## src/hdl/dcfg_pkg.sv

```systemverilog
// Register map, field layout, timing and types of the DAC config bank
// Functional notes
// - Two resistor fields, shared code, resets 0/3
// - Charge time codes 0-8, reserved above, reset 5
// - Bit 7 runs capacitor discharge at start
// - Bit 6 delays DAC power-up
// - Bit 5 picks short or long delay
// - Bit 4 hard reset after 2ms clock loss
// - Pin function codes 0-4 in bits 7-4
// - Pin function codes 5-13 except 11 route serial outputs
// - Pin register resets to 0x32, interrupt output
// - Drive field bits 2-0, ignored for serial
// - Drive codes 1-5 pick low/high strength
package dcfg_pkg;
    // Clock rate and the cycles in one millisecond
    localparam int unsigned CLK_HZ     = 20_000_000;
    localparam int unsigned MS_PER_S   = 1000;
    localparam int unsigned CYC_PER_MS = CLK_HZ / MS_PER_S;
    // Register indexes; byte address is four times the index
    localparam logic [5:0] IDX_DEPOP    = 6'h06;
    localparam logic [5:0] IDX_STARTUP  = 6'h07;
    localparam logic [5:0] IDX_PIN1     = 6'h0A;
    localparam logic [5:0] IDX_PIN1_OUT = 6'h0D;
    localparam logic [5:0] IDX_STATUS   = 6'h0E;
    // Reset values
    localparam logic [7:0] RST_DEPOP    = 8'h35;
    localparam logic [7:0] RST_STARTUP  = 8'h00;
    localparam logic [7:0] RST_PIN1     = 8'h32;
    localparam logic [7:0] RST_PIN1_OUT = 8'h00;
    // Writable bits; the rest read as zero
    localparam logic [7:0] MASK_STARTUP = 8'hF0;
    localparam logic [7:0] MASK_PIN1    = 8'hF7;
    localparam logic [7:0] MASK_PIN1_OUT = 8'h01;
    // Field positions
    localparam int unsigned POS_INT_RES = 6;
    localparam int unsigned POS_MID_RES = 4;
    localparam int unsigned POS_CHARGE  = 0;
    localparam int unsigned BIT_DISCH   = 7;
    localparam int unsigned BIT_DLY_EN  = 6;
    localparam int unsigned BIT_DLY_SEL = 5;
    localparam int unsigned BIT_LOSS_EN = 4;
    localparam int unsigned POS_FUNC    = 4;
    localparam int unsigned POS_DRV     = 0;
    // Timing in milliseconds
    localparam int unsigned DISCHARGE_MS = 2;
    localparam int unsigned DLY_SHORT_MS = 64;
    localparam int unsigned DLY_LONG_MS  = 256;
    localparam int unsigned CLK_LOSS_MS  = 2;
    // Pin function codes that the pin logic decodes
    localparam logic [3:0] FN_OFF   = 4'h0;
    localparam logic [3:0] FN_INPUT = 4'h1;
    localparam logic [3:0] FN_GPO   = 4'h2;
    localparam logic [3:0] FN_CLK   = 4'hB;
    localparam logic [3:0] FN_LAST  = 4'hD;
    // Drive codes
    localparam logic [2:0] DRV_HIZ  = 3'h0;
    localparam logic [2:0] DRV_PP   = 3'h1;
    localparam logic [2:0] DRV_LWH  = 3'h2;
    localparam logic [2:0] DRV_LZ   = 3'h3;
    localparam logic [2:0] DRV_WLH  = 3'h4;
    localparam logic [2:0] DRV_ZH   = 3'h5;
    // Start-up sequence states
    typedef enum logic [4:0] {
        ST_IDLE   = 5'h01,
        ST_DISCH  = 5'h02,
        ST_DELAY  = 5'h04,
        ST_CHARGE = 5'h08,
        ST_ON     = 5'h10
    } dcfg_seq_t;
endpackage

```

## src/hdl/dcfg_if.sv

```systemverilog
// Interfaces between the bank top and its bus and pin modules
`timescale 1ns/10ps
interface dcfg_bus_if;
    logic       wr;     // One-cycle write strobe
    logic [5:0] idx;    // Word index
    logic [7:0] wdata;  // Write byte
    logic [7:0] rdata;  // Read byte from the bank
    modport slave (output wr, output idx, output wdata, input rdata);
    modport bank  (input wr, input idx, input wdata, output rdata);
endinterface

interface dcfg_pin_if;
    logic [3:0]  func;     // Pin function code
    logic [2:0]  drv;      // Drive code
    logic        general_output;      // General output value
    logic [15:0] src;      // Source per function code
    logic        pin_o;    // Pin output value
    logic        pin_oe;   // Pin output enable
    logic        pull_up;  // Weak high
    logic        pull_dn;  // Weak low
    logic        gin;      // Synchronised pin level
    modport bank (output func, output drv, output general_output, output src,
                  input pin_o, input pin_oe, input pull_up,
                  input pull_dn, input gin);
    modport pin  (input func, input drv, input general_output, input src,
                  output pin_o, output pin_oe, output pull_up,
                  output pull_dn, output gin);
endinterface

```

## src/hdl/dcfg_top.sv

```systemverilog
// Top of the DAC de-pop, start-up and pin 1 configuration bank
//
// Local design decision: register access over Wishbone.
`timescale 1ns/10ps
module dcfg_top
    import dcfg_pkg::*;
#(
    // Cycles per millisecond; lower it to shorten every timed phase
    parameter int unsigned CYC_MS = CYC_PER_MS
)
(
    input  wire logic        clk_i,
    input  wire logic        rst_i,
    // Wishbone slave
    input  wire logic        wb_cyc_i,
    input  wire logic        wb_stb_i,
    input  wire logic        wb_we_i,
    input  wire logic [7:0]  wb_adr_i,
    input  wire logic [3:0]  wb_sel_i,
    input  wire logic [31:0] wb_dat_i,
    output logic             wb_ack_o,
    output logic [31:0]      wb_dat_o,
    // Start-up control
    input  wire logic        dac_start_i,
    input  wire logic        sel_clk_i,
    output logic [1:0]       int_res_sel_o,
    output logic [1:0]       mid_res_sel_o,
    output logic [3:0]       charge_time_o,
    output logic             cap_discharge_o,
    output logic             dac_power_en_o,
    output logic             charging_o,
    output logic             dac_ready_o,
    output logic             hard_reset_o,
    // Pin 1
    input  wire logic [15:0] pin1_src_i,
    input  wire logic        pin1_i,
    output logic             pin1_o,
    output logic             pin1_oe_o,
    output logic             pin1_pull_up_o,
    output logic             pin1_pull_dn_o
);
    // Charge time in milliseconds for each code
    function automatic int unsigned charge_ms(input logic [3:0] code);
        unique case (code)
            4'h0:    charge_ms = 2;
            4'h1:    charge_ms = 4;
            4'h2:    charge_ms = 8;
            4'h3:    charge_ms = 16;
            4'h4:    charge_ms = 50;
            4'h5:    charge_ms = 100;
            4'h6:    charge_ms = 250;
            4'h7:    charge_ms = 500;
            4'h8:    charge_ms = 1000;
            // Reserved codes fall back to the longest time
            default: charge_ms = 5000;
        endcase
    endfunction

    // Derived cycle counts
    localparam logic [31:0] DISCH_CYC = 32'(DISCHARGE_MS * CYC_MS);
    localparam logic [31:0] SHORT_CYC = 32'(DLY_SHORT_MS * CYC_MS);
    localparam logic [31:0] LONG_CYC  = 32'(DLY_LONG_MS * CYC_MS);
    localparam logic [31:0] LOSS_CYC  = 32'(CLK_LOSS_MS * CYC_MS);

    // All state of the bank
    typedef struct packed {
        logic [7:0]  depop;     // Resistors and charge time
        logic [7:0]  startup;   // Start-up control
        logic [7:0]  pin1;      // Pin function and drive
        logic [7:0]  pin1_out;  // General output value
        dcfg_seq_t   seq;       // Start-up sequence state
        logic [31:0] timer;     // Phase countdown
        logic        c1;        // Clock synchroniser stage 1
        logic        c2;        // Clock synchroniser stage 2
        logic        c3;        // Edge detect history
        logic [31:0] loss_cnt;  // Cycles since last clock edge
        logic        absent;    // Selected clock missing
        logic        hard_rst;  // Hard reset pulse
        logic        disch;     // Discharge output
        logic        pwr;       // Power enable output
        logic        chg;       // Charging output
        logic        ready;     // Sequence done
    } dcfg_st_t;

    dcfg_st_t    st_ff;
    dcfg_st_t    nxt_st;
    logic        clk_edge;      // Edge seen on selected clock
    logic        go_charge;     // Power-up now
    logic [31:0] dly_cyc;       // Chosen delay length
    logic [31:0] chg_cyc;       // Chosen charge length

    dcfg_bus_if  bus ();
    dcfg_pin_if  pin ();

    // Bus front end
    dcfg_wb_slave u_wb (
        .clk_i (clk_i),
        .rst_i (rst_i),
        .cyc_i (wb_cyc_i),
        .stb_i (wb_stb_i),
        .we_i  (wb_we_i),
        .adr_i (wb_adr_i),
        .sel_i (wb_sel_i),
        .dat_i (wb_dat_i),
        .ack_o (wb_ack_o),
        .dat_o (wb_dat_o),
        .bus   (bus.slave)
    );

    // Pin function and drive
    dcfg_pin_drive u_pin (
        .clk_i (clk_i),
        .rst_i (rst_i),
        .pin_i (pin1_i),
        .pin   (pin.pin)
    );

    // Configuration that the pin logic follows
    assign pin.func = st_ff.pin1[POS_FUNC +: 4];
    assign pin.drv  = st_ff.pin1[POS_DRV +: 3];
    assign pin.general_output  = st_ff.pin1_out[0];
    assign pin.src  = pin1_src_i;

    // Read mux; unmapped indexes read zero
    always_comb begin
        unique case (bus.idx)
            IDX_DEPOP:    bus.rdata = st_ff.depop;
            IDX_STARTUP:  bus.rdata = st_ff.startup;
            IDX_PIN1:     bus.rdata = st_ff.pin1;
            IDX_PIN1_OUT: bus.rdata = st_ff.pin1_out;
            IDX_STATUS:   bus.rdata = {pin.gin, st_ff.hard_rst,
                                       st_ff.absent, st_ff.seq};
            default:      bus.rdata = 8'h00;
        endcase
    end

    // Next state of registers, sequencer and clock watch
    always_comb begin
        nxt_st = st_ff;
        // Register writes
        if (bus.wr) begin
            unique case (bus.idx)
                IDX_DEPOP:    nxt_st.depop = bus.wdata;
                IDX_STARTUP:  nxt_st.startup = bus.wdata & MASK_STARTUP;
                IDX_PIN1:     nxt_st.pin1 = bus.wdata & MASK_PIN1;
                IDX_PIN1_OUT: nxt_st.pin1_out = bus.wdata & MASK_PIN1_OUT;
                // Status and unmapped indexes ignore writes
                default:      nxt_st.depop = st_ff.depop;
            endcase
        end

        // Clock watch; only the second and third stages feed the edge detect
        nxt_st.c1 = sel_clk_i;
        nxt_st.c2 = st_ff.c1;
        nxt_st.c3 = st_ff.c2;
        clk_edge  = st_ff.c2 ^ st_ff.c3;
        if (clk_edge) begin
            nxt_st.loss_cnt = 32'h00000000;
            nxt_st.absent   = 1'b0;
        end else if (st_ff.loss_cnt >= LOSS_CYC - 32'h00000001) begin
            nxt_st.loss_cnt = LOSS_CYC;
            nxt_st.absent   = 1'b1;
        end else begin
            nxt_st.loss_cnt = st_ff.loss_cnt + 32'h00000001;
        end

        dly_cyc = st_ff.startup[BIT_DLY_SEL] ? LONG_CYC : SHORT_CYC;
        chg_cyc = 32'(charge_ms(st_ff.depop[POS_CHARGE +: 4]) * CYC_MS);
        go_charge = 1'b0;

        // Start-up sequence
        unique case (st_ff.seq)
            ST_IDLE: begin
                if (dac_start_i) begin
                    if (st_ff.startup[BIT_DISCH]) begin
                        nxt_st.seq   = ST_DISCH;
                        nxt_st.timer = DISCH_CYC;
                    end else if (st_ff.startup[BIT_DLY_EN]) begin
                        nxt_st.seq   = ST_DELAY;
                        nxt_st.timer = dly_cyc;
                    end else begin
                        go_charge = 1'b1;
                    end
                end
            end
            ST_DISCH: begin
                if (st_ff.timer <= 32'h00000001) begin
                    if (st_ff.startup[BIT_DLY_EN]) begin
                        nxt_st.seq   = ST_DELAY;
                        nxt_st.timer = dly_cyc;
                    end else begin
                        go_charge = 1'b1;
                    end
                end else begin
                    nxt_st.timer = st_ff.timer - 32'h00000001;
                end
            end
            ST_DELAY: begin
                if (st_ff.timer <= 32'h00000001) begin
                    go_charge = 1'b1;
                end else begin
                    nxt_st.timer = st_ff.timer - 32'h00000001;
                end
            end
            ST_CHARGE: begin
                if (st_ff.timer <= 32'h00000001) begin
                    nxt_st.seq = ST_ON;
                end else begin
                    nxt_st.timer = st_ff.timer - 32'h00000001;
                end
            end
            ST_ON: begin
                nxt_st.seq = ST_ON;
            end
            // Recover from a corrupted code
            default: begin
                nxt_st.seq = ST_IDLE;
            end
        endcase

        // Power-up and charge start together
        if (go_charge) begin
            nxt_st.seq   = ST_CHARGE;
            nxt_st.timer = chg_cyc;
        end

        // Dropping the start request powers the DAC down at once
        if (!dac_start_i) begin
            nxt_st.seq   = ST_IDLE;
            nxt_st.timer = 32'h00000000;
        end

        // Registered sequence outputs follow the next state
        nxt_st.disch = (nxt_st.seq == ST_DISCH);
        nxt_st.chg   = (nxt_st.seq == ST_CHARGE);
        nxt_st.pwr   = (nxt_st.seq == ST_CHARGE) | (nxt_st.seq == ST_ON);
        nxt_st.ready = (nxt_st.seq == ST_ON);
        nxt_st.hard_rst = 1'b0;

        if (st_ff.startup[BIT_LOSS_EN] && st_ff.absent) begin
            // The hard reset clears this bank too, so it is one pulse
            nxt_st.hard_rst = 1'b1;
            nxt_st.depop    = RST_DEPOP;
            nxt_st.startup  = RST_STARTUP;
            nxt_st.pin1     = RST_PIN1;
            nxt_st.pin1_out = RST_PIN1_OUT;
            nxt_st.seq      = ST_IDLE;
            nxt_st.timer    = 32'h00000000;
            nxt_st.disch    = 1'b0;
            nxt_st.chg      = 1'b0;
            nxt_st.pwr      = 1'b0;
            nxt_st.ready    = 1'b0;
        end
    end

    // State register
    always_ff @(posedge clk_i) begin
        if (rst_i) begin
            st_ff.depop    <= RST_DEPOP;
            st_ff.startup  <= RST_STARTUP;
            st_ff.pin1     <= RST_PIN1;
            st_ff.pin1_out <= RST_PIN1_OUT;
            st_ff.seq      <= ST_IDLE;
            st_ff.timer    <= 32'h00000000;
            st_ff.c1       <= 1'b0;
            st_ff.c2       <= 1'b0;
            st_ff.c3       <= 1'b0;
            st_ff.loss_cnt <= 32'h00000000;
            st_ff.absent   <= 1'b0;
            st_ff.hard_rst <= 1'b0;
            st_ff.disch    <= 1'b0;
            st_ff.pwr      <= 1'b0;
            st_ff.chg      <= 1'b0;
            st_ff.ready    <= 1'b0;
        end else begin
            st_ff <= nxt_st;
        end
    end

    // Outputs, each straight from a flip-flop
    assign int_res_sel_o   = st_ff.depop[POS_INT_RES +: 2];
    assign mid_res_sel_o   = st_ff.depop[POS_MID_RES +: 2];
    assign charge_time_o   = st_ff.depop[POS_CHARGE +: 4];
    assign cap_discharge_o = st_ff.disch;
    assign dac_power_en_o  = st_ff.pwr;
    assign charging_o      = st_ff.chg;
    assign dac_ready_o     = st_ff.ready;
    assign hard_reset_o    = st_ff.hard_rst;
    assign pin1_o          = pin.pin_o;
    assign pin1_oe_o       = pin.pin_oe;
    assign pin1_pull_up_o  = pin.pull_up;
    assign pin1_pull_dn_o  = pin.pull_dn;
endmodule

```

## src/hdl/dcfg_wb_slave.sv

```systemverilog
// Classic Wishbone slave front end of the config bank
`timescale 1ns/10ps
module dcfg_wb_slave
    import dcfg_pkg::*;
(
    input  wire logic        clk_i,
    input  wire logic        rst_i,
    input  wire logic        cyc_i,
    input  wire logic        stb_i,
    input  wire logic        we_i,
    input  wire logic [7:0]  adr_i,
    input  wire logic [3:0]  sel_i,
    input  wire logic [31:0] dat_i,
    output logic             ack_o,
    output logic [31:0]      dat_o,
    dcfg_bus_if.slave        bus
);
    typedef struct packed {
        logic        ack;  // Answer, one cycle
        logic [31:0] dat;  // Captured read word
    } dcfg_wb_st_t;

    dcfg_wb_st_t st_ff;
    dcfg_wb_st_t nxt_st;
    logic        take;     // Request taken this edge

    // Every request answers one cycle later; ack drops after one cycle
    always_comb begin
        take        = cyc_i & stb_i & ~st_ff.ack;
        nxt_st      = st_ff;
        nxt_st.ack  = take;
        bus.idx     = adr_i[7:2];
        bus.wdata   = dat_i[7:0];
        // Write lands at the edge where the master samples ack high,
        // so a master that holds its request sees exactly one write
        // Only the low lane holds data; other lanes are ignored
        bus.wr      = cyc_i & stb_i & st_ff.ack & we_i & sel_i[0];
        if (take) begin
            nxt_st.dat = {24'h000000, bus.rdata};
        end
    end

    // State register
    always_ff @(posedge clk_i) begin
        if (rst_i) begin
            st_ff <= '0;
        end else begin
            st_ff <= nxt_st;
        end
    end

    assign ack_o = st_ff.ack;
    assign dat_o = st_ff.dat;
endmodule

```

## src/hdl/dcfg_pin_drive.sv

```systemverilog
// Function mux and drive strength logic of pin 1
`timescale 1ns/10ps
module dcfg_pin_drive
    import dcfg_pkg::*;
(
    input  wire logic clk_i,
    input  wire logic rst_i,
    input  wire logic pin_i,
    dcfg_pin_if.pin   pin
);
    typedef struct packed {
        logic s1;   // Synchroniser first stage
        logic s2;   // Synchronised level
        logic o;
        logic oe;
        logic pu;
        logic pd;
    } dcfg_pin_st_t;

    dcfg_pin_st_t st_ff;
    dcfg_pin_st_t nxt_st;
    logic         val;     // Selected source value
    logic         serial;  // Serial audio output selected

    // Pick source and apply drive; all pin outputs are registered
    always_comb begin
        nxt_st    = st_ff;
        nxt_st.s1 = pin_i;
        nxt_st.s2 = st_ff.s1;
        val       = (pin.func == FN_GPO) ? pin.general_output : pin.src[pin.func];
        serial    = (pin.func > FN_GPO + 4'h2) && (pin.func <= FN_LAST)
                    && (pin.func != FN_CLK);
        nxt_st.o  = 1'b0;
        nxt_st.oe = 1'b0;
        nxt_st.pu = 1'b0;
        nxt_st.pd = 1'b0;
        if (pin.func == FN_OFF || pin.func == FN_INPUT
            || pin.func > FN_LAST) begin
            nxt_st.oe = 1'b0;
        end else if (serial) begin
            nxt_st.o  = val;
            nxt_st.oe = 1'b1;
        end else begin
            unique case (pin.drv)
                DRV_PP: begin
                    nxt_st.o  = val;
                    nxt_st.oe = 1'b1;
                end
                DRV_LWH: begin
                    nxt_st.oe = ~val;
                    nxt_st.pu = val;
                end
                DRV_LZ: begin
                    nxt_st.oe = ~val;
                end
                DRV_WLH: begin
                    nxt_st.o  = 1'b1;
                    nxt_st.oe = val;
                    nxt_st.pd = ~val;
                end
                DRV_ZH: begin
                    nxt_st.o  = 1'b1;
                    nxt_st.oe = val;
                end
                // Hi-Z and reserved codes leave the pin released
                default: begin
                    nxt_st.oe = 1'b0;
                end
            endcase
        end
    end

    // State register
    always_ff @(posedge clk_i) begin
        if (rst_i) begin
            st_ff <= '0;
        end else begin
            st_ff <= nxt_st;
        end
    end

    assign pin.pin_o   = st_ff.o;
    assign pin.pin_oe  = st_ff.oe;
    assign pin.pull_up = st_ff.pu;
    assign pin.pull_dn = st_ff.pd;
    assign pin.gin     = st_ff.s2;
endmodule

```

## config.mk

```make
export PLATFORM = sky130hd
export DESIGN_NAME = dcfg_top
export DESIGN_NICKNAME = d
export VERILOG_FILES = /design/src/hdl/dcfg_pkg.sv /design/src/hdl/dcfg_if.sv /design/src/hdl/dcfg_top.sv /design/src/hdl/dcfg_wb_slave.sv /design/src/hdl/dcfg_pin_drive.sv
export SDC_FILE = /design/constraint.sdc
export NUM_CORES = 1
export LEC_CHECK = 0
export BUFFER_PORTS_ARGS = -buffer_cell sky130_fd_sc_hd__buf_2
export CAP_MARGIN = 20
export CORE_ASPECT_RATIO = 1.4
export CORE_MARGIN = 10
export CORE_UTILIZATION = 58
export CTS_CLUSTER_SIZE = 40
export DETAILED_ROUTE_END_ITERATION = 6
export GPL_TIMING_DRIVEN = 0
export HOLD_SLACK_MARGIN = 0.02
export PLACE_DENSITY = 0.85
export SLEW_MARGIN = 40
export SYNTH_ARGS = -nofsm -noshare
export SYNTH_HDL_FRONTEND = slang
export SYNTH_SLANG_ARGS = --single-unit
```

## constraint.sdc

```tcl
create_clock -name clk_i -period 5.7 [get_ports clk_i]
set_input_delay 0.285 -clock clk_i [delete_from_list [all_inputs] [get_ports clk_i]]
set_output_delay 0.285 -clock clk_i [all_outputs]
set_load 0.02 [all_outputs]
```

==> flow_metrics.tcl <==
set metrics [dict create \
    fin_skew_ns 0.00658 \
    grtUsageTotal_pct 22.3 \
    nNetsFinal 1162 \
    avgRoutedWirePerCell_um 17.2 \
    outcome "finished clean" \
    fp.dieW_um 118 \
    fin_crit_ns 4.74 \
    layout_common_cells "123 x dfxtp_1, 89 x nor2_1, 71 x buf_2" \
    cts_sinks 123 \
    clockPowerShare_pct 44.3 \
    place_hpwl_um 15800 \
    cp.depth 16 \
    pwr-share-comb_pct 15.6 \
    finalSetupTns_ns 0 \
    p_leak_uw 0.00402 \
    cp_top_family "adder cells" \
    end_kind "flop" \
    cts_tree "yes" \
    initial_core_util_pct 58.7 \
    io-pin-count 118 \
    die_area_um2 18500 \
    cts_buffers 17 \
    finalMaxSlewViolations 0 \
    tightest_slew_ns 0.764 \
    ctsHtreeMaxLevel 4 \
    final_core_util_pct 67.9 \
    setup-violations-final 0 \
    cts-root-buf "clkbuf_16" \
    min_period_over_period_pct 83.2 \
    ant_nets 0 \
    layout-drive-gt1-share_pct 16.4 \
    cts-resized-gates 0 \
    ys_types 82 \
    antenna_found_initial 0 \
    min_path_cells 2 \
    critPathSlowestCell "fa_1" \
    grt_pass1_vias 7167 \
    num_antenna_cells 0 \
    vias 7052 \
    gp_congestion 0.990 \
    area_growth_syn_to_layout_pct 15.8 \
    hold_class "input port to flop" \
    ys_seq_area_share_pct 31.7 \
    path_cells "inv_1 -> fa_1 -> inv_1 -> ha_1 -> fa_1 -> ha_1 -> fa_1 -> ha_1 -> o21a_1 -> nor2_1 -> a31oi_1 -> o221ai_1 -> o2111ai_1 -> a21oi_1 -> xor2_1 -> o2bb2ai_1" \
    synthArstFlopShare_pct 0 \
    clockBufferDepth 2 \
    post-cts-setup-buffers 0 \
    die_height_um 157 \
    core_area_um2 13300 \
    path_clk_slew_ns 0.05 \
    synth_seq_cells 123 \
    ys_warn_count 0 \
    hold_viol_final 0 \
    sequentialPowerShare_pct 40.0 \
    drtPass1Iterations 5 \
    max_freq_ghz 0.211 \
    p_sw_share_pct 27.8 \
    std_cell_rows 50 \
    layout_commonest_cell "dfxtp_1" \
    path_max_fanout 5 \
    drc 0 \
    synth_area_um2 7780 \
    cpPeakStageDelay_ns 0.57 \
    grt_pass1_wl_um 34100 \
    maxCapViolCount 0 \
    synth-edff-count 0 \
    p_switching_uw 627 \
    worstPathArrival_ns 5.08 \
    syn_area_per_cell_um2 8.68 \
    first_iter_violations 516 \
    criticalPathCategory "flop to flop" \
    port_buffers 62 \
    hold_buffers 0 \
    postSynthCellCount 896 \
    overflow 0 \
    p_per_area_nw_per_um2 250 \
    ys.flop_type "dfxtp_1" \
    slew-limit-headroom_pct 49.0 \
    required_ns 6.04 \
    ir_drop_v 0.000238 \
    rsz0062_at_grt "no" \
    worst-path-buf-inv 2 \
    startpoint_type "flop" \
    p_int_uw 1630 \
    reg2reg_depth 16 \
    wl_um 20800 \
    clock_latency_ns 0.42 \
    viasPerCell 5.83 \
    grt_max_degree 17 \
]
==> kinds of logic after synthesis <==
kind of cell               synth area share (%)
adders and majority gates                  14.2
DFF                                        31.7
xor gates and xnor gates                   3.72
buffers and inverters                      7.59
muxes                                      4.92
AOI/OAI and AO/OA                          17.5
other                                    0.0482
and+or+nand+nor                            20.4
==> worst paths after layout <==
check,end,from,slack (ns)
max reg2reg,st_ff[67],flop,0.96
min reg2reg,nxt_st[38],nxt_st[39],0.45
min,nxt_st[39],sel_clk_i,0.08
max,st_ff[67],flop,0.96
==> stage by stage <==
step,setup WS [ns],std cells,hold slack (ns),total power (uW),instance area [um^2]
after floorplan,1.58,935,0.410,1170,7930
after global placement,1.11,1179,0.416,1260,8460
after detailed placement,1.01,1179,0.443,1260,8470
after CTS,0.978,1210,0.0667,2250,9010
after global routing,0.733,1210,0.0754,2320,9010
final,0.959,1210,0.0789,2260,9010
==> state kept, by name, indices dropped and copies added (netlist names), 2 cells and up, named ones only <==
name / cells
u_wb.dat_o: 8
int_res_sel_o: 2
nxt_st: 2
pin.func: 4
pin.drv: 3
chg_cyc: 4
charge_time_o: 4
st_ff: 75
mid_res_sel_o: 2
==> metal layers <==
layer	GRT usage [%]	up-vias	share of wire, %
met5	0	-	0
met4	13.9	0	4.8
met3	4.37	73	5.8
met2	40.7	273	52
met1	23.1	3321	37
li1	-	3385	-
==> Yosys cell counts, drive strengths merged, types with 14 or more instances <==
cell	instances	area [um^2]
xor2	15	131
ha	61	763
nor3	36	208
o21ai	49	249
nand2	71	269
nor2	90	340
xnor2	18	158
dfxtp	123	2460
nand3	24	120
fa	17	340
nor4	14	119
mux2i	27	270
buf	45	312
clkbuf	22	83.8
a21oi	54	282
inv	52	195
==> power groups by stage <==
stage | Combinational, uW | Sequential [uW] | Clock [uW]
global placement | 337 | 919 | 0
CTS | 345 | 902 | 1000
floorplan | 255 | 917 | 0
global route | 381 | 905 | 1040
detailed placement | 341 | 920 | 0
finish | 353 | 902 | 1000
==> final cells by class <==
class                           instances  area, um^2
Fill cell                            1103        4250
Sequential cell                       123        2460
Inverter                               52         195
Clock inverter                          8        70.1
Tap cell                              182         228
Clock buffer                           23         468
Timing Repair Buffer                   62         310
Buffer                                 67         395
Multi-Input combinational cell        693        4880
Note: power is estimated with default switching activity, not from simulation.
